==> src/pec_defs.vh <==
// constants shared by the performance event counter block
`ifndef PEC_DEFS_VH
`define PEC_DEFS_VH

`define PEC_ADDR_W          8
`define PEC_DATA_W          32

`define PEC_ADDR_CTRL0      8'h00
`define PEC_ADDR_CNT0_LO    8'h04
`define PEC_ADDR_CNT0_HI    8'h08
`define PEC_ADDR_CTRL1      8'h0C
`define PEC_ADDR_CNT1_LO    8'h10
`define PEC_ADDR_CNT1_HI    8'h14
`define PEC_ADDR_IRQ_STAT   8'h18
`define PEC_ADDR_IRQ_EN     8'h1C
`define PEC_ADDR_IRQ_CLR    8'h20

`define PEC_CTRL0_RST       32'hC0000000
`define PEC_CTRL1_RST       32'h40000000
`define PEC_CTRL_FIXED_MASK 32'hC0000000

`define PEC_CTRL_EVT_MSB    8
`define PEC_CTRL_EVT_LSB    5
`define PEC_CTRL_IE         4
`define PEC_Q_U             3
`define PEC_Q_S             2
`define PEC_Q_K             1
`define PEC_Q_EXL           0
`define PEC_QUAL_RST        4'h0
`define PEC_EVT_RST         4'h0

`define PEC_MODE_KERNEL     2'h0
`define PEC_MODE_SUPER      2'h1
`define PEC_MODE_USER       2'h2

`define PEC_EXC_TLB_REFILL_A 6'h22
`define PEC_EXC_TLB_REFILL_B 6'h23
`define PEC_EXC_CODE_ZERO    6'h00
`define PEC_EXC_INTERNAL     6'h3F

`define PEC_EV0_CYCLES      0
`define PEC_EV0_BRANCH      1
`define PEC_EV0_JREG        2
`define PEC_EV0_RET_JUMP    3
`define PEC_EV0_IC_MISS     4
`define PEC_EV0_INT_A       5
`define PEC_EV0_MEM         6
`define PEC_EV0_FP_A        7
`define PEC_EV0_BHT         8
`define PEC_EV0_MREAD       9
`define PEC_EV0_FIXQ_FULL   10
`define PEC_EV0_ROQ_FULL    11
`define PEC_EV0_SYSQ_FULL   12
`define PEC_EV0_TLB_REFILL  13
`define PEC_EV0_EXC_ZERO    14
`define PEC_EV0_EXC_INT     15

`define PEC_EV1_COMMIT      0
`define PEC_EV1_BR_MISS     1
`define PEC_EV1_JREG_MISS   2
`define PEC_EV1_RET_MISS    3
`define PEC_EV1_DC_MISS     4
`define PEC_EV1_INT_B       5
`define PEC_EV1_FP_B        6
`define PEC_EV1_UNCACHED    7
`define PEC_EV1_BHT_MISS    8
`define PEC_EV1_MWRITE      9
`define PEC_EV1_FPQ_FULL    10
`define PEC_EV1_BRQ_FULL    11
`define PEC_EV1_ITLB_MISS   12
`define PEC_EV1_ANY_EXC     13
`define PEC_EV1_SPEC_MISS   14
`define PEC_EV1_SYS_FWD     15

`define PEC_IRQ_W           2
`define PEC_IRQ_CNT0        0
`define PEC_IRQ_CNT1        1

`endif

==> src/pec_counter.v <==
// one 64-bit event counter with privilege qualification
`timescale 1ns/1ps
`include "pec_defs.vh"

module pec_counter (
	input  wire        clk,
	input  wire        rst,
	input  wire [3:0]  qual_en,
	input  wire [1:0]  priv_mode,
	input  wire        exc_lvl,
	input  wire        err_lvl,
	input  wire [3:0]  evt_sel,
	input  wire [15:0] evt_vec,
	input  wire        wr_lo,
	input  wire        wr_hi,
	input  wire [31:0] wr_data,
	output reg  [63:0] count_q,
	output reg         ovf_q
);

	reg  [63:0] count_d;
	wire        priv_k;
	wire        priv_s;
	wire        priv_u;
	wire        priv_x;
	wire        priv_ok;
	wire        hit;
	wire        wr_any;

	assign priv_k  = qual_en[`PEC_Q_K] & (priv_mode == `PEC_MODE_KERNEL) & ~exc_lvl & ~err_lvl;
	assign priv_s  = qual_en[`PEC_Q_S] & (priv_mode == `PEC_MODE_SUPER) & ~exc_lvl & ~err_lvl;
	assign priv_u  = qual_en[`PEC_Q_U] & (priv_mode == `PEC_MODE_USER) & ~exc_lvl & ~err_lvl;
	assign priv_x  = qual_en[`PEC_Q_EXL] & exc_lvl & ~err_lvl;
	assign priv_ok = priv_k | priv_s | priv_u | priv_x;
	assign hit     = evt_vec[evt_sel] & priv_ok;
	assign wr_any  = wr_lo | wr_hi;

	// software write beats a same-cycle increment so a loaded value is exact
	always @* begin
		count_d = count_q;
		if (wr_lo) begin
			count_d = {count_q[63:32], wr_data};
		end else if (wr_hi) begin
			count_d = {wr_data, count_q[31:0]};
		end else if (hit) begin
			count_d = count_q + 64'h0000000000000001;
		end
	end

	always @(posedge clk) begin
		if (rst) begin
			count_q <= 64'h0000000000000000;
			ovf_q   <= 1'b0;
		end else begin
			count_q <= count_d;
			ovf_q   <= hit & ~wr_any & ~count_q[63] & count_d[63];
		end
	end

endmodule // pec_counter

==> src/pec_top.v <==
// performance event selection, two counters, register port and overflow interrupt
`timescale 1ns/1ps
`include "pec_defs.vh"

module pec_top (
	input  wire        CLK,
	input  wire        SYS_RST,
	// register port
	input  wire [7:0]  ADDR,
	input  wire [31:0] WR_DATA,
	input  wire        WR_EN,
	input  wire        RD_EN,
	output reg  [31:0] RD_DATA,
	// interrupt and cause flag
	output reg         IRQ,
	output reg         CAUSE_PERF_PENDING,
	// privilege state
	input  wire [1:0]  PRIVILEGE_MODE_FIELD,
	input  wire        EXCEPTION_LEVEL_FLAG,
	input  wire        ERROR_LEVEL_FLAG,
	// counter 0 sources
	input  wire        BRANCH_VALID,
	input  wire        JUMP_REG_STROBE,
	input  wire        RETURN_JUMP_STROBE,
	input  wire        IMEM_RD_VALID,
	input  wire        IMEM_RD_ALLOW,
	input  wire        INT_UNIT_A_ISSUE,
	input  wire        MEM_UNIT_ISSUE,
	input  wire        FP_UNIT_A_ISSUE,
	input  wire        BHT_PREDICT,
	input  wire        MREAD_VALID,
	input  wire        MREAD_ALLOW,
	input  wire        FIX_QUEUE_FULL,
	input  wire        REORDER_QUEUE_FULL,
	input  wire        SYSCTL_QUEUE_FULL,
	input  wire        EXCEPTION_STROBE,
	input  wire [5:0]  EXCEPTION_CODE,
	// counter 1 sources
	input  wire        COMMIT_VALID,
	input  wire        BRANCH_MISPREDICT,
	input  wire        JUMP_REG_MISPREDICT,
	input  wire        RETURN_JUMP_MISPREDICT,
	input  wire        DMEM_RD_VALID,
	input  wire        DMEM_RD_ALLOW,
	input  wire        INT_UNIT_B_ISSUE,
	input  wire        FP_UNIT_B_ISSUE,
	input  wire        UNCACHED_VALID,
	input  wire        UNCACHED_ALLOW,
	input  wire        BHT_MISPREDICT,
	input  wire        MWRITE_VALID,
	input  wire        MWRITE_ALLOW,
	input  wire        FP_QUEUE_FULL,
	input  wire        BRANCH_QUEUE_FULL,
	input  wire        ITLB_PROBE_OP,
	input  wire        LOAD_SPEC_MISS,
	input  wire        SYSCTL_LOAD_FORWARD
);

	// control register fields
	reg  [3:0]  qual0_q;
	reg  [3:0]  qual0_d;
	reg  [3:0]  qual1_q;
	reg  [3:0]  qual1_d;
	reg  [3:0]  evt0_q;
	reg  [3:0]  evt0_d;
	reg  [3:0]  evt1_q;
	reg  [3:0]  evt1_d;
	reg         ie0_q;
	reg         ie0_d;
	reg         ie1_q;
	reg         ie1_d;

	// interrupt registers
	reg  [1:0]  irq_stat_q;
	reg  [1:0]  irq_stat_d;
	reg  [1:0]  irq_en_q;
	reg  [1:0]  irq_en_d;
	reg         irq_d;
	reg         pend_d;

	// read path
	reg  [31:0] rd_data_d;

	// decoded strobes
	wire        wr_ctrl0;
	wire        wr_ctrl1;
	wire        wr_cnt0_lo;
	wire        wr_cnt0_hi;
	wire        wr_cnt1_lo;
	wire        wr_cnt1_hi;
	wire        wr_irq_en;
	wire        wr_irq_clr;

	wire [15:0] evt0_vec;
	wire [15:0] evt1_vec;
	wire [63:0] cnt0;
	wire [63:0] cnt1;
	wire        ovf0;
	wire        ovf1;
	wire [1:0]  irq_set;
	wire [31:0] ctrl0_rd;
	wire [31:0] ctrl1_rd;

	assign wr_ctrl0   = WR_EN & (ADDR == `PEC_ADDR_CTRL0);
	assign wr_ctrl1   = WR_EN & (ADDR == `PEC_ADDR_CTRL1);
	assign wr_cnt0_lo = WR_EN & (ADDR == `PEC_ADDR_CNT0_LO);
	assign wr_cnt0_hi = WR_EN & (ADDR == `PEC_ADDR_CNT0_HI);
	assign wr_cnt1_lo = WR_EN & (ADDR == `PEC_ADDR_CNT1_LO);
	assign wr_cnt1_hi = WR_EN & (ADDR == `PEC_ADDR_CNT1_HI);
	assign wr_irq_en  = WR_EN & (ADDR == `PEC_ADDR_IRQ_EN);
	assign wr_irq_clr = WR_EN & (ADDR == `PEC_ADDR_IRQ_CLR);

	// counter 0 event table, bit index equals event code
	assign evt0_vec[`PEC_EV0_CYCLES]     = 1'b1;
	assign evt0_vec[`PEC_EV0_BRANCH]     = BRANCH_VALID;
	assign evt0_vec[`PEC_EV0_JREG]       = JUMP_REG_STROBE;
	assign evt0_vec[`PEC_EV0_RET_JUMP]   = RETURN_JUMP_STROBE;
	assign evt0_vec[`PEC_EV0_IC_MISS]    = IMEM_RD_VALID & IMEM_RD_ALLOW;
	assign evt0_vec[`PEC_EV0_INT_A]      = INT_UNIT_A_ISSUE;
	assign evt0_vec[`PEC_EV0_MEM]        = MEM_UNIT_ISSUE;
	assign evt0_vec[`PEC_EV0_FP_A]       = FP_UNIT_A_ISSUE;
	assign evt0_vec[`PEC_EV0_BHT]        = BHT_PREDICT;
	assign evt0_vec[`PEC_EV0_MREAD]      = MREAD_VALID & MREAD_ALLOW;
	assign evt0_vec[`PEC_EV0_FIXQ_FULL]  = FIX_QUEUE_FULL;
	assign evt0_vec[`PEC_EV0_ROQ_FULL]   = REORDER_QUEUE_FULL;
	assign evt0_vec[`PEC_EV0_SYSQ_FULL]  = SYSCTL_QUEUE_FULL;
	assign evt0_vec[`PEC_EV0_TLB_REFILL] = EXCEPTION_STROBE &
		((EXCEPTION_CODE == `PEC_EXC_TLB_REFILL_A) | (EXCEPTION_CODE == `PEC_EXC_TLB_REFILL_B));
	assign evt0_vec[`PEC_EV0_EXC_ZERO]   = EXCEPTION_STROBE & (EXCEPTION_CODE == `PEC_EXC_CODE_ZERO);
	assign evt0_vec[`PEC_EV0_EXC_INT]    = EXCEPTION_STROBE & (EXCEPTION_CODE == `PEC_EXC_INTERNAL);

	// counter 1 event table
	assign evt1_vec[`PEC_EV1_COMMIT]     = COMMIT_VALID;
	assign evt1_vec[`PEC_EV1_BR_MISS]    = BRANCH_MISPREDICT;
	assign evt1_vec[`PEC_EV1_JREG_MISS]  = JUMP_REG_MISPREDICT;
	assign evt1_vec[`PEC_EV1_RET_MISS]   = RETURN_JUMP_MISPREDICT;
	assign evt1_vec[`PEC_EV1_DC_MISS]    = DMEM_RD_VALID & DMEM_RD_ALLOW;
	assign evt1_vec[`PEC_EV1_INT_B]      = INT_UNIT_B_ISSUE;
	assign evt1_vec[`PEC_EV1_FP_B]       = FP_UNIT_B_ISSUE;
	assign evt1_vec[`PEC_EV1_UNCACHED]   = UNCACHED_VALID & UNCACHED_ALLOW;
	assign evt1_vec[`PEC_EV1_BHT_MISS]   = BHT_MISPREDICT;
	assign evt1_vec[`PEC_EV1_MWRITE]     = MWRITE_VALID & MWRITE_ALLOW;
	assign evt1_vec[`PEC_EV1_FPQ_FULL]   = FP_QUEUE_FULL;
	assign evt1_vec[`PEC_EV1_BRQ_FULL]   = BRANCH_QUEUE_FULL;
	assign evt1_vec[`PEC_EV1_ITLB_MISS]  = EXCEPTION_STROBE & ITLB_PROBE_OP;
	assign evt1_vec[`PEC_EV1_ANY_EXC]    = EXCEPTION_STROBE;
	assign evt1_vec[`PEC_EV1_SPEC_MISS]  = LOAD_SPEC_MISS;
	assign evt1_vec[`PEC_EV1_SYS_FWD]    = SYSCTL_LOAD_FORWARD;

	pec_counter u_cnt0 (
		.clk       (CLK),
		.rst       (SYS_RST),
		.qual_en   (qual0_q),
		.priv_mode (PRIVILEGE_MODE_FIELD),
		.exc_lvl   (EXCEPTION_LEVEL_FLAG),
		.err_lvl   (ERROR_LEVEL_FLAG),
		.evt_sel   (evt0_q),
		.evt_vec   (evt0_vec),
		.wr_lo     (wr_cnt0_lo),
		.wr_hi     (wr_cnt0_hi),
		.wr_data   (WR_DATA),
		.count_q   (cnt0),
		.ovf_q     (ovf0)
	);

	pec_counter u_cnt1 (
		.clk       (CLK),
		.rst       (SYS_RST),
		.qual_en   (qual1_q),
		.priv_mode (PRIVILEGE_MODE_FIELD),
		.exc_lvl   (EXCEPTION_LEVEL_FLAG),
		.err_lvl   (ERROR_LEVEL_FLAG),
		.evt_sel   (evt1_q),
		.evt_vec   (evt1_vec),
		.wr_lo     (wr_cnt1_lo),
		.wr_hi     (wr_cnt1_hi),
		.wr_data   (WR_DATA),
		.count_q   (cnt1),
		.ovf_q     (ovf1)
	);

	// fixed top bits come from the reset image so they read back unchanged
	assign ctrl0_rd = (`PEC_CTRL0_RST & `PEC_CTRL_FIXED_MASK) |
		{23'h000000, evt0_q, ie0_q, qual0_q};
	assign ctrl1_rd = (`PEC_CTRL1_RST & `PEC_CTRL_FIXED_MASK) |
		{23'h000000, evt1_q, ie1_q, qual1_q};

	// per-counter IE gates the overflow before it becomes sticky
	assign irq_set[`PEC_IRQ_CNT0] = ovf0 & ie0_q;
	assign irq_set[`PEC_IRQ_CNT1] = ovf1 & ie1_q;

	always @* begin
		qual0_d = qual0_q;
		evt0_d  = evt0_q;
		ie0_d   = ie0_q;
		qual1_d = qual1_q;
		evt1_d  = evt1_q;
		ie1_d   = ie1_q;
		if (wr_ctrl0) begin
			qual0_d = WR_DATA[`PEC_Q_U:`PEC_Q_EXL];
			evt0_d  = WR_DATA[`PEC_CTRL_EVT_MSB:`PEC_CTRL_EVT_LSB];
			ie0_d   = WR_DATA[`PEC_CTRL_IE];
		end
		if (wr_ctrl1) begin
			qual1_d = WR_DATA[`PEC_Q_U:`PEC_Q_EXL];
			evt1_d  = WR_DATA[`PEC_CTRL_EVT_MSB:`PEC_CTRL_EVT_LSB];
			ie1_d   = WR_DATA[`PEC_CTRL_IE];
		end
	end

	// a new overflow in the clear cycle survives: set beats clear
	always @* begin
		irq_en_d   = irq_en_q;
		irq_stat_d = irq_stat_q;
		if (wr_irq_en) begin
			irq_en_d = WR_DATA[`PEC_IRQ_W-1:0];
		end
		if (wr_irq_clr) begin
			irq_stat_d = irq_stat_q & ~WR_DATA[`PEC_IRQ_W-1:0];
		end
		irq_stat_d = irq_stat_d | irq_set;
		irq_d      = |(irq_stat_d & irq_en_d);
		pend_d     = |irq_stat_d;
	end

	// unmapped and write-only addresses read as zero
	always @* begin
		rd_data_d = 32'h00000000;
		if (RD_EN) begin
			case (ADDR)
				`PEC_ADDR_CTRL0:    rd_data_d = ctrl0_rd;
				`PEC_ADDR_CNT0_LO:  rd_data_d = cnt0[31:0];
				`PEC_ADDR_CNT0_HI:  rd_data_d = cnt0[63:32];
				`PEC_ADDR_CTRL1:    rd_data_d = ctrl1_rd;
				`PEC_ADDR_CNT1_LO:  rd_data_d = cnt1[31:0];
				`PEC_ADDR_CNT1_HI:  rd_data_d = cnt1[63:32];
				`PEC_ADDR_IRQ_STAT: rd_data_d = {30'h00000000, irq_stat_q};
				`PEC_ADDR_IRQ_EN:   rd_data_d = {30'h00000000, irq_en_q};
				default:            rd_data_d = 32'h00000000;
			endcase
		end
	end

	always @(posedge CLK) begin
		if (SYS_RST) begin
			qual0_q            <= `PEC_QUAL_RST;
			evt0_q             <= `PEC_EVT_RST;
			ie0_q              <= 1'b0;
			qual1_q            <= `PEC_QUAL_RST;
			evt1_q             <= `PEC_EVT_RST;
			ie1_q              <= 1'b0;
			irq_stat_q         <= 2'h0;
			irq_en_q           <= 2'h0;
			IRQ                <= 1'b0;
			CAUSE_PERF_PENDING <= 1'b0;
			RD_DATA            <= 32'h00000000;
		end else begin
			qual0_q            <= qual0_d;
			evt0_q             <= evt0_d;
			ie0_q              <= ie0_d;
			qual1_q            <= qual1_d;
			evt1_q             <= evt1_d;
			ie1_q              <= ie1_d;
			irq_stat_q         <= irq_stat_d;
			irq_en_q           <= irq_en_d;
			IRQ                <= irq_d;
			CAUSE_PERF_PENDING <= pend_d;
			RD_DATA            <= rd_data_d;
		end
	end

endmodule // pec_top

==> config.mk <==
export PLATFORM = sky130hd
export DESIGN_NAME = pec_top
export DESIGN_NICKNAME = d
export VERILOG_FILES = /design/src/pec_counter.v /design/src/pec_top.v
export VERILOG_INCLUDE_DIRS = /design/src
export SDC_FILE = /design/constraint.sdc
export NUM_CORES = 1
export LEC_CHECK = 0
export BUFFER_PORTS_ARGS = -buffer_cell sky130_fd_sc_hd__buf_2
export CAP_MARGIN = 20
export CORE_MARGIN = 1.5
export CORE_UTILIZATION = 35
export DETAILED_ROUTE_END_ITERATION = 10
export HOLD_SLACK_MARGIN = 0.06
export SYNTH_ARGS = -nofsm -noshare
export SYNTH_HDL_FRONTEND = slang
export SYNTH_HIERARCHICAL = 1
export SYNTH_SLANG_ARGS = --single-unit
==> constraint.sdc <==
create_clock -name CLK -period 3.1 [get_ports CLK]
set_input_delay 0.465 -clock CLK [delete_from_list [all_inputs] [get_ports CLK]]
set_output_delay 0.465 -clock CLK [all_outputs]
set_load 0.05 [all_outputs]
# Word level (Yosys, flattened, before mapping)
# Index checks and enable logic that the tools add are counted.
# word_totals
wordCells	136
memories	0
ramBits	0
rom_bits	0
regBits	186
latch_bits	0
out_inout_bits	34
# classes
n_div	0
n_reduce_logical	14
n_shift	0
n_eq_ne	15
n_lt_le_gt_ge	2
n_mul	0
bitwise	71
add_sub_neg	2
mux	13
# ops
operator	n
2-to-1 mux 64 bit	6
one-hot mux 32 bit (8 select lines)	1
adder 64 x 1 -> 64 bit (second input constant)	2
bitwise AND 1 bit	49
equality test 8 x 5 -> 1 bit (second input constant)	4
equality test 6 bit (second input constant)	3
equality test 8 x 4 -> 1 bit (second input constant)	2
< comparator 4 x 5 -> 1 bit (second input constant)	2
NOT 1 bit	9
bitwise OR 1 bit	9
binary-select mux 1 bit (select 4 bit)	2
equality test 8 x 3 -> 1 bit (second input constant)	1
equality test 8 x 6 -> 1 bit (second input constant)	1
logical NOT 8 bit	1
AND reduction 2 bit	4
nonzero test 2 bit	4
logical NOT 6 bit	1
OR reduction 2 bit	3
bitwise AND 2 bit	2
2-to-1 mux 2 bit	2
inequality test 2 x 1 -> 1 bit (second input constant)	2
equality test 2 x 1 -> 1 bit (second input constant)	1
equality test 2 bit (second input constant)	1
logical NOT 2 bit	1
other kinds (3)	4

# Logic depth before layout (Yosys ltp)
# Gate-level depths: netlist of run 1.
# logic_depth
depth_word	12
depth_mapped	13
mapped_depth_nobuf	10

# Cells and area by module
# Netlist of run 1, hierarchy kept.
# modules_own_cells
mod	instances	cells_per_inst	area_each_um2
pec_counter	2	592	4590.7
pec_top	1	333	3056.7

# Worst setup path before layout of run 1
# OpenSTA, ideal clock, no wires.
# synth_timing
path_kind	input port to flip-flop
from	in ADDR[1]
to	reg u_cnt1.count_q[19]
setup_ps	91
stages	13
arrival_ps	2885
n_path_buf	4
setup_slack_ps	124
path_cell_list	buf_2 > nor3_2 > nand2_1 > nor2_1 > and2_1 > clkbuf_1 > nor3_1 > and4_1 > nor2_2 > buf_2 > buf_2 > o31ai_1 > a311oi_1
# synth_via
elab_chain_len	4
elab_cells_between_ends	8
# synth_lines
element	line	text
start: declaration	pec_top.v:9	input wire [7:0] ADDR,
equality test 8 x 5 -> 1 bit	n/a	
bitwise AND 1 bit	pec_top.v:109	assign wr_cnt1_hi = WR_EN & (ADDR == `PEC_ADDR_CNT1_HI);
net wr_cnt1_hi	pec_top.v:90	wire wr_cnt1_hi;
inequality test 2 x 1 -> 1 bit (no source line)	n/a	
AND reduction 2 bit (no source line)	n/a	
end signal: assignment	pec_counter.v:55	count_q <= count_d;
end: declaration	pec_counter.v:17	output reg [63:0] count_q,
# The timed path passes the listed nets, and every way through them passes these cells.
# A chain may end at the register's enable or synchronous reset.

# Worst setup path in the final report of run 1
# layout_timing
from	in EXCEPTION_CODE[0]
to	reg u_cnt0.count_q[37]
# layout_via
elab_cells_between_ends	13
# layout_lines
element	line	text
start: declaration	pec_top.v:37	input wire [5:0] EXCEPTION_CODE,
logical NOT 6 bit (no source line)	n/a	
bitwise AND 1 bit	pec_top.v:129	assign evt0_vec[`PEC_EV0_EXC_ZERO] = EXCEPTION_STROBE & (EXCEPTION_CODE == `PEC_EXC_CODE_ZERO);
net evt0_vec[14]	pec_top.v:94	wire [15:0] evt0_vec;
binary-select mux 1 bit (select 4 bit)	pec_counter.v:35	assign hit = evt_vec[evt_sel] & priv_ok;
2-to-1 mux 1 bit (not written as such)	pec_counter.v:35	
bitwise AND 1 bit	pec_counter.v:35	
nonzero test 2 bit (no source line)	n/a	
AND reduction 2 bit (no source line)	n/a	
end signal: assignment	pec_counter.v:55	
end: declaration	pec_counter.v:17	
# The timed path passes the listed nets, and every way through them passes these cells. The select of a mux whose other input is x is not followed.

==> results.md, run 1 <==
| Result | Value | Unit |
|:---|:---|:---|
| Status | complete, no violations | - |
| Tot GR Track Use | 27.3 | % |
| Synth Cell Area | 12,200 | sq um |
| Core box area | 34,500 | sq um |
| X dimension of the die | 190 | um |
| Most used flip-flop cell after synthesis | sky130_fd_sc_hd__dfxtp_1 | - |
| DR WL/cell | 23.8 | um |
| Smallest hold slack | 350 | ps |
| Number of sinks driven by the clock tree | 186 | - |
| Number of distinct library cells after synthesis | 82 | - |
| Initial standard-cell utilization of the core | 35.5 | % |
| Synthesized-area fraction occupied by xor and xnor cells | 1.15 | % |
| Total via count in the routed design | 13,495 | - |
| Power per standard cell area | 348 | nW/um^2 |
| Net count, final | 1,725 | - |
| Violation count after the first detailed-routing iteration | 1,684 | - |
| Slowest Stage Delay on Critical Path | 660 | ps |
| Share of flip-flops with an asynchronous set or reset after synthesis | 0 | % |
| Clock-pin slew reported for the worst setup and hold paths after clock tree synthesis | 90 | ps |
| Non-filler instance count after layout | 2,104 | - |
| Crit path capture type | register | - |
| Portion of netlist area occupied by mux cells | 6.29 | % |
| Final max-slew violation count | 0 | - |
| Worst-Margin Slew | 686 | ps |
| Maximum number of pins on one net before global-route repair | 72 | - |
| Critical path data arrival time | 3080 | ps |
| Total wirelength of the detailed-routed design | 50,200 | um |
| Number of failing hold endpoints at the final stage | 0 | - |
| Post-synthesis adder-cell area fraction | 0.204 | % |
| Number of flops mapped to enable cells by yosys | 0 | - |
| Vias in the first global route | 12,380 | - |
| Number of H-tree branching levels | 4 | - |
| Clock period minus final worst setup slack | 2740 | ps |
| Post-route clock period utilization | 88.5 | % |
| Most frequent cells in the layout | sky130_fd_sc_hd__dfxtp_1, sky130_fd_sc_hd__nor2_1, sky130_fd_sc_hd__nand2_1 | - |
| Cell type with the largest total area after synthesis | sky130_fd_sc_hd__dfxtp_1 | - |
| Number of gates given a new drive strength after cts | 0 | - |
| Crit Reg-Reg Startpoint | evt0_q[3] | - |
| Flip-flop and latch count after synthesis | 186 | - |
| Initial antenna violation count | 0 | - |
| Fmax | 0.365 | GHz |
| Commonest non-fill, non-tap cell in the layout | sky130_fd_sc_hd__dfxtp_1 | - |
| Later-pin clock latency in the skew report | 460 | ps |
| Antenna viol nets, final | 0 | - |
| Cells taking the most area after synthesis | sky130_fd_sc_hd__dfxtp_1, sky130_fd_sc_hd__mux2i_1, sky130_fd_sc_hd__nor2_1, sky130_fd_sc_hd__nand2_1, sky130_fd_sc_hd__a22oi_1 | - |
| TritonCTS clock tree | built | - |
| CTS root buffer | sky130_fd_sc_hd__clkbuf_16 | - |
| Number of placement rows | 68 | - |
| Buffer count from post-CTS setup fixing | 0 | - |
| Hold wc startpoint | WR_DATA[31] | - |
| Synth Area per Inst | 8.07 | sq um |
| Fraction of the mapped netlist area in simple logic gates | 30.1 | % |
| Critical path origin | EXCEPTION_CODE[0] | - |
| Post-detailed-route DRC marker count | 0 | - |
| Setup repair after global routing missed its margin | no | - |
| Number of placed cells counting well taps | 2,072 | - |
| Dominant combinational cell family by area after synthesis | simple AND/OR/NAND/NOR gates | - |
| Relative slew slack | 53.9 | % |
| Clk_skew | 21.2 | ps |
| IO Port Bufs | 120 | - |
| Number of hold-repair buffers added at the cts stage | 0 | - |
| Setup Viol. Count Final | 0 | - |
| Syn Nets | 1,606 | - |
| Routability congestion estimate | 0.972 | - |
| Critical Path Fanout Max | 5 | - |
| Maxcap violations | 0 | - |
| Number of standard cells after synthesis | 1,517 | - |
| Post-synthesis sequential area ratio | 30.4 | % |
| CTS buffer count | 17 | - |
| Die Footprint | 36,100 | sq um |
| Via/cell ratio | 6.41 | - |
| Boundary Pins | 121 | - |
| Crit Path Category | in2reg | - |
| Most numerous cell on the critical path | sky130_fd_sc_hd__buf_4 | - |
| Leakage power | 4.66 | nW |
| Die Span Y | 190 | um |
| Final core area utilization | 41.2 | % |
| CP cell instances | buf_2, or4b_2, nor4_1, mux2i_1, a22oi_2, nand4_2, buf_4, a31oi_1, buf_4, nor2_1, a2111oi_0 | - |
| ANT cells | 0 | - |
| HPWL after detailed placement | 37,800 | um |
| Area growth, synth to finish | 16.1 | % |
| Share of layout cells above drive strength 1 | 19.3 | % |
| Max VDD drop | 0.395 | mV |
| HP Class | in2reg | - |
| Worst setup SP type | input pin | - |
| Required time of the critical path | 3430 | ps |
| Final Total Pwr | 4.95 | mW |
| CTS Buffer Depth | 2 | - |
| Wire length of the first global-routing pass | 75,200 | um |
| GR Overflow Total | 0 | - |
| First-pass iteration count of the detailed router | 5 | - |
| Master of the slowest instance on the critical path | sky130_fd_sc_hd__or4b_2 | - |
| Yosys warning total | 6 | - |
| Portion of synthesized cell area occupied by the leading cell type | 30.4 | % |
| Complex-gate fraction of the synthesized area | 25.7 | % |
-- state kept, by name, indices dropped and copies added (netlist names), 2 cells and up --
register and cells:
evt0_q 4, irq_stat_q 2, evt1_q 4, qual1_q 4
u_cnt0/count_q 64, qual0_q 4, irq_en_q 2, RD_DATA 32
u_cnt1/count_q 64
-- per-layer routing --
metal	vias to the layer above	routed length, um	track usage [%]
met3	102	4450	4.80
met5	-	0	0
met4	0	1600	9.98
met2	738	23200	44.0
met1	6534	20900	36.3
li1	6121	-	-
-- path summary, 6_finish.rpt --
path	slack, ps	depth (start not counted)	end
worst min-delay path	350	3	u_cnt0/count_q[31]
worst max-delay path	360	11	u_cnt0/count_q[37]
worst min register to register	520	2	irq_stat_q[1]
worst max register to register	380	7	u_cnt0/count_q[52]
-- cell usage after synthesis (34+ instances only) --
cell                         n
sky130_fd_sc_hd__a22oi_1    51
sky130_fd_sc_hd__a31oi_1    59
sky130_fd_sc_hd__nand4_1    55
sky130_fd_sc_hd__nor2_1    152
sky130_fd_sc_hd__nand2_1   141
sky130_fd_sc_hd__and4_1     36
sky130_fd_sc_hd__a211oi_1   34
sky130_fd_sc_hd__nand3_1    67
sky130_fd_sc_hd__clkbuf_1   70
sky130_fd_sc_hd__dfxtp_1   186
sky130_fd_sc_hd__inv_1      53
sky130_fd_sc_hd__mux2i_1    60
-- per-stage QoR --
| step | setup slack, ps | TNS, ps | instance area (sq um) |
|---|---|---|---|
| CTS | 402 | 0 | 14200 |
| global placement | -30.5 | -43.6 | 13600 |
| detailed placement | -49.3 | -104 | 13600 |
| global route | 188 | 0 | 14200 |
| floorplan | 124 | 0 | 12200 |
| finish | 358 | 0 | 14200 |
-- area by class of cell --
class / instances / area, sq um
clock inverter: 14 / 125
sequential: 186 / 3720
clock buffer: 18 / 439
timing repair buffer: 214 / 1360
fill: 3502 / 20300
inverter: 57 / 214
multi-input combinational: 1160 / 7770
tap: 455 / 569
-- cells by family (layout without fill, tap and decap cells) --
family / Yosys count / in the layout
simple gates: 671 / 671
other cells: 1 / 1
mux: 72 / 72
compound gates: 398 / 398
flops: 186 / 186
xor+xnor: 16 / 16
buf+inv: 171 / 303
fa+ha+maj: 2 / 2
-- worst max-delay path: cells and delay by family --
family          cells  cell delay [ps]
buf+inv             3              460
compound gates      3              970
simple gates        4             1040
mux                 1              130
-- report_power, final --
| group | internal, mW | leakage [nW] | switching [mW] |
|---|---|---|---|
| combinational | 0.105 | 2.89 | 0.220 |
| clock | 1.08 | 0.278 | 1.12 |
| sequential | 2.40 | 1.50 | 0.0218 |
Note: power is estimated with default switching activity, not from simulation.
==> inputs of run 2 (changes only) <==
PLACE_DENSITY_LB_ADDON = 0.08   (was default)
==> results.md, run 2 (synthesized netlist as in run 1, its figures left out) <==
| Result | Value | Unit |
|:---|:---|:---|
| Status | complete, no violations | - |
| Crit Path Category | reg2reg | - |
| CTS Buffer Depth | 2 | - |
| HP Class | in2reg | - |
| Top routing layer used | met4 | - |
| Met3 Wirelength | 3970 | um |
| Wire length of the first global-routing pass | 79,700 | um |
| Violation count after the first detailed-routing iteration | 1,376 | - |
| HPWL after detailed placement | 40,300 | um |
| Total via count in the routed design | 13,434 | - |
| Setup TNS | 0 | ps |
| IO Port Bufs | 120 | - |
| Clk_skew | 11.5 | ps |
| Critical Path Fanout Max | 18 | - |
| Routed met2 length | 24,200 | um |
| Share of layout cells above drive strength 1 | 19.3 | % |
| Routed length on met1 | 24,000 | um |
| Setup Viol. Count Final | 0 | - |
| Number of failing hold endpoints at the final stage | 0 | - |
| Area after detailed placement | 13,700 | sq um |
| Via/cell ratio | 6.37 | - |
| Routability congestion estimate | 0.965 | - |
| Total wirelength of the detailed-routed design | 53,000 | um |
| Post-route clock period utilization | 89.5 | % |
| Die Footprint | 36,100 | sq um |
| Buffer count from post-CTS setup fixing | 0 | - |
| Number of sinks driven by the clock tree | 186 | - |
| Power per standard cell area | 354 | nW/um^2 |
| Fmax | 0.360 | GHz |
| Smallest hold slack | 348 | ps |
| Clock-pin slew reported for the worst setup and hold paths after clock tree synthesis | 80 | ps |
| Post-detailed-route DRC marker count | 0 | - |
| Number of H-tree branching levels | 4 | - |
| Die Span Y | 190 | um |
| Crit path capture type | register | - |
| ANT cells | 0 | - |
| Max VDD drop | 0.412 | mV |
| Later-pin clock latency in the skew report | 460 | ps |
| Commonest non-fill, non-tap cell in the layout | sky130_fd_sc_hd__dfxtp_1 | - |
| Worst-Margin Slew | 787 | ps |
| CTS root buffer | sky130_fd_sc_hd__clkbuf_16 | - |
| Tot GR Track Use | 29.3 | % |
| Boundary Pins | 121 | - |
| Leakage power | 4.72 | nW |
| Number of placement rows | 68 | - |
| Clock period minus final worst setup slack | 2770 | ps |
| Area growth, synth to finish | 17.1 | % |
| Setup repair after global routing missed its margin | no | - |
| Net count, final | 1,730 | - |
| Maximum number of pins on one net before global-route repair | 55 | - |
| Relative slew slack | 47.5 | % |
| Number of hold-repair buffers added at the cts stage | 0 | - |
| WHS Path Cells | 3 | - |
| Initial standard-cell utilization of the core | 35.5 | % |
| Antenna viol nets, final | 0 | - |
| GR Overflow Total | 0 | - |
| Vias in the first global route | 12,384 | - |
| Required time of the critical path | 3460 | ps |
| Critical path data arrival time | 3130 | ps |
| Maxcap violations | 0 | - |
| Final Total Pwr | 5.07 | mW |
| Most frequent cells in the layout | sky130_fd_sc_hd__dfxtp_1, sky130_fd_sc_hd__nor2_1, sky130_fd_sc_hd__nand2_1 | - |
| Core box area | 34,500 | sq um |
| Fillers | 3,535 | - |
| Worst setup SP type | register | - |
| X dimension of the die | 190 | um |
| DR WL/cell | 25.1 | um |
| TritonCTS clock tree | built | - |
| CTS buffer count | 17 | - |
| Depth of the most critical reg-to-reg path | 7 | - |
| First-pass iteration count of the detailed router | 9 | - |
| Final max-slew violation count | 0 | - |
| Finished layout cell area | 14,300 | sq um |
| Biggest regs | u_cnt0/count_q (64), u_cnt1/count_q (64), RD_DATA (32) | - |
| Initial antenna violation count | 2 | - |
| Number of gates given a new drive strength after cts | 0 | - |
-- run 2: changes by cell type in the layout (fill, tap and decap cells not counted), sizes merged --
cell    previous run  this run
clkbuf            18        21
inv               61        55
clkinv             9        10
buf              214       219
bufinv             0         2
-- run 2: layout make-up --
type	count	area, sq um	area share (%)
inverter	57	214	1.49
multi-input combinational	1160	7770	54.2
clock inverter	11	140	0.978
sequential	186	3720	26.0
timing repair buffer	219	1460	10.2
clock buffer	21	450	3.14
tap	455	569	3.97
-- run 2: stage by stage --
stage,setup WS [ps],util [%],std cells
2_1_floorplan,124,-,1517
3_3_place_gp,-132,39.9,2077
3_5_place_dp,-118,39.9,2077
4_1_cts,298,41.6,2109
5_1_grt,179,41.6,2109
6_report,325,41.6,2109
-- run 2: worst paths after layout --
| check | start | end | slack [ps] |
|---|---|---|---|
| max reg2reg | evt0_q[3] | u_cnt0/count_q[52] | 330 |
| min reg2reg | qual1_q[2] | qual1_q[2] | 530 |
| max | evt0_q[3] | u_cnt0/count_q[52] | 330 |
| min | WR_DATA[27] | u_cnt1/count_q[27] | 350 |
-- run 2: power breakdown --
group          total [mW]  switching (mW)  internal (mW)
sequential           2.42          0.0214           2.40
clock                2.30            1.07           1.23
combinational       0.343           0.231          0.111
total                5.07            1.33           3.74
-- run 2: routing by layer --
| layer | track usage (%) | vias to the layer above |
|---|---|---|
| li1 | - | 6143 |
| met1 | 41.8 | 6617 |
| met2 | 45.7 | 607 |
| met3 | 4.89 | 67 |
| met4 | 6.96 | 0 |
| met5 | 0 | - |
-- run 2: critical path, cell delays in order, from the launching register on --
cell,delay (ps)
sky130_fd_sc_hd__dfxtp_1,680
sky130_fd_sc_hd__mux2i_1,300
sky130_fd_sc_hd__a22oi_2,150
sky130_fd_sc_hd__and4_1,240
sky130_fd_sc_hd__nor2_2,630
sky130_fd_sc_hd__buf_4,310
sky130_fd_sc_hd__o21ai_0,110
sky130_fd_sc_hd__a32o_1,250
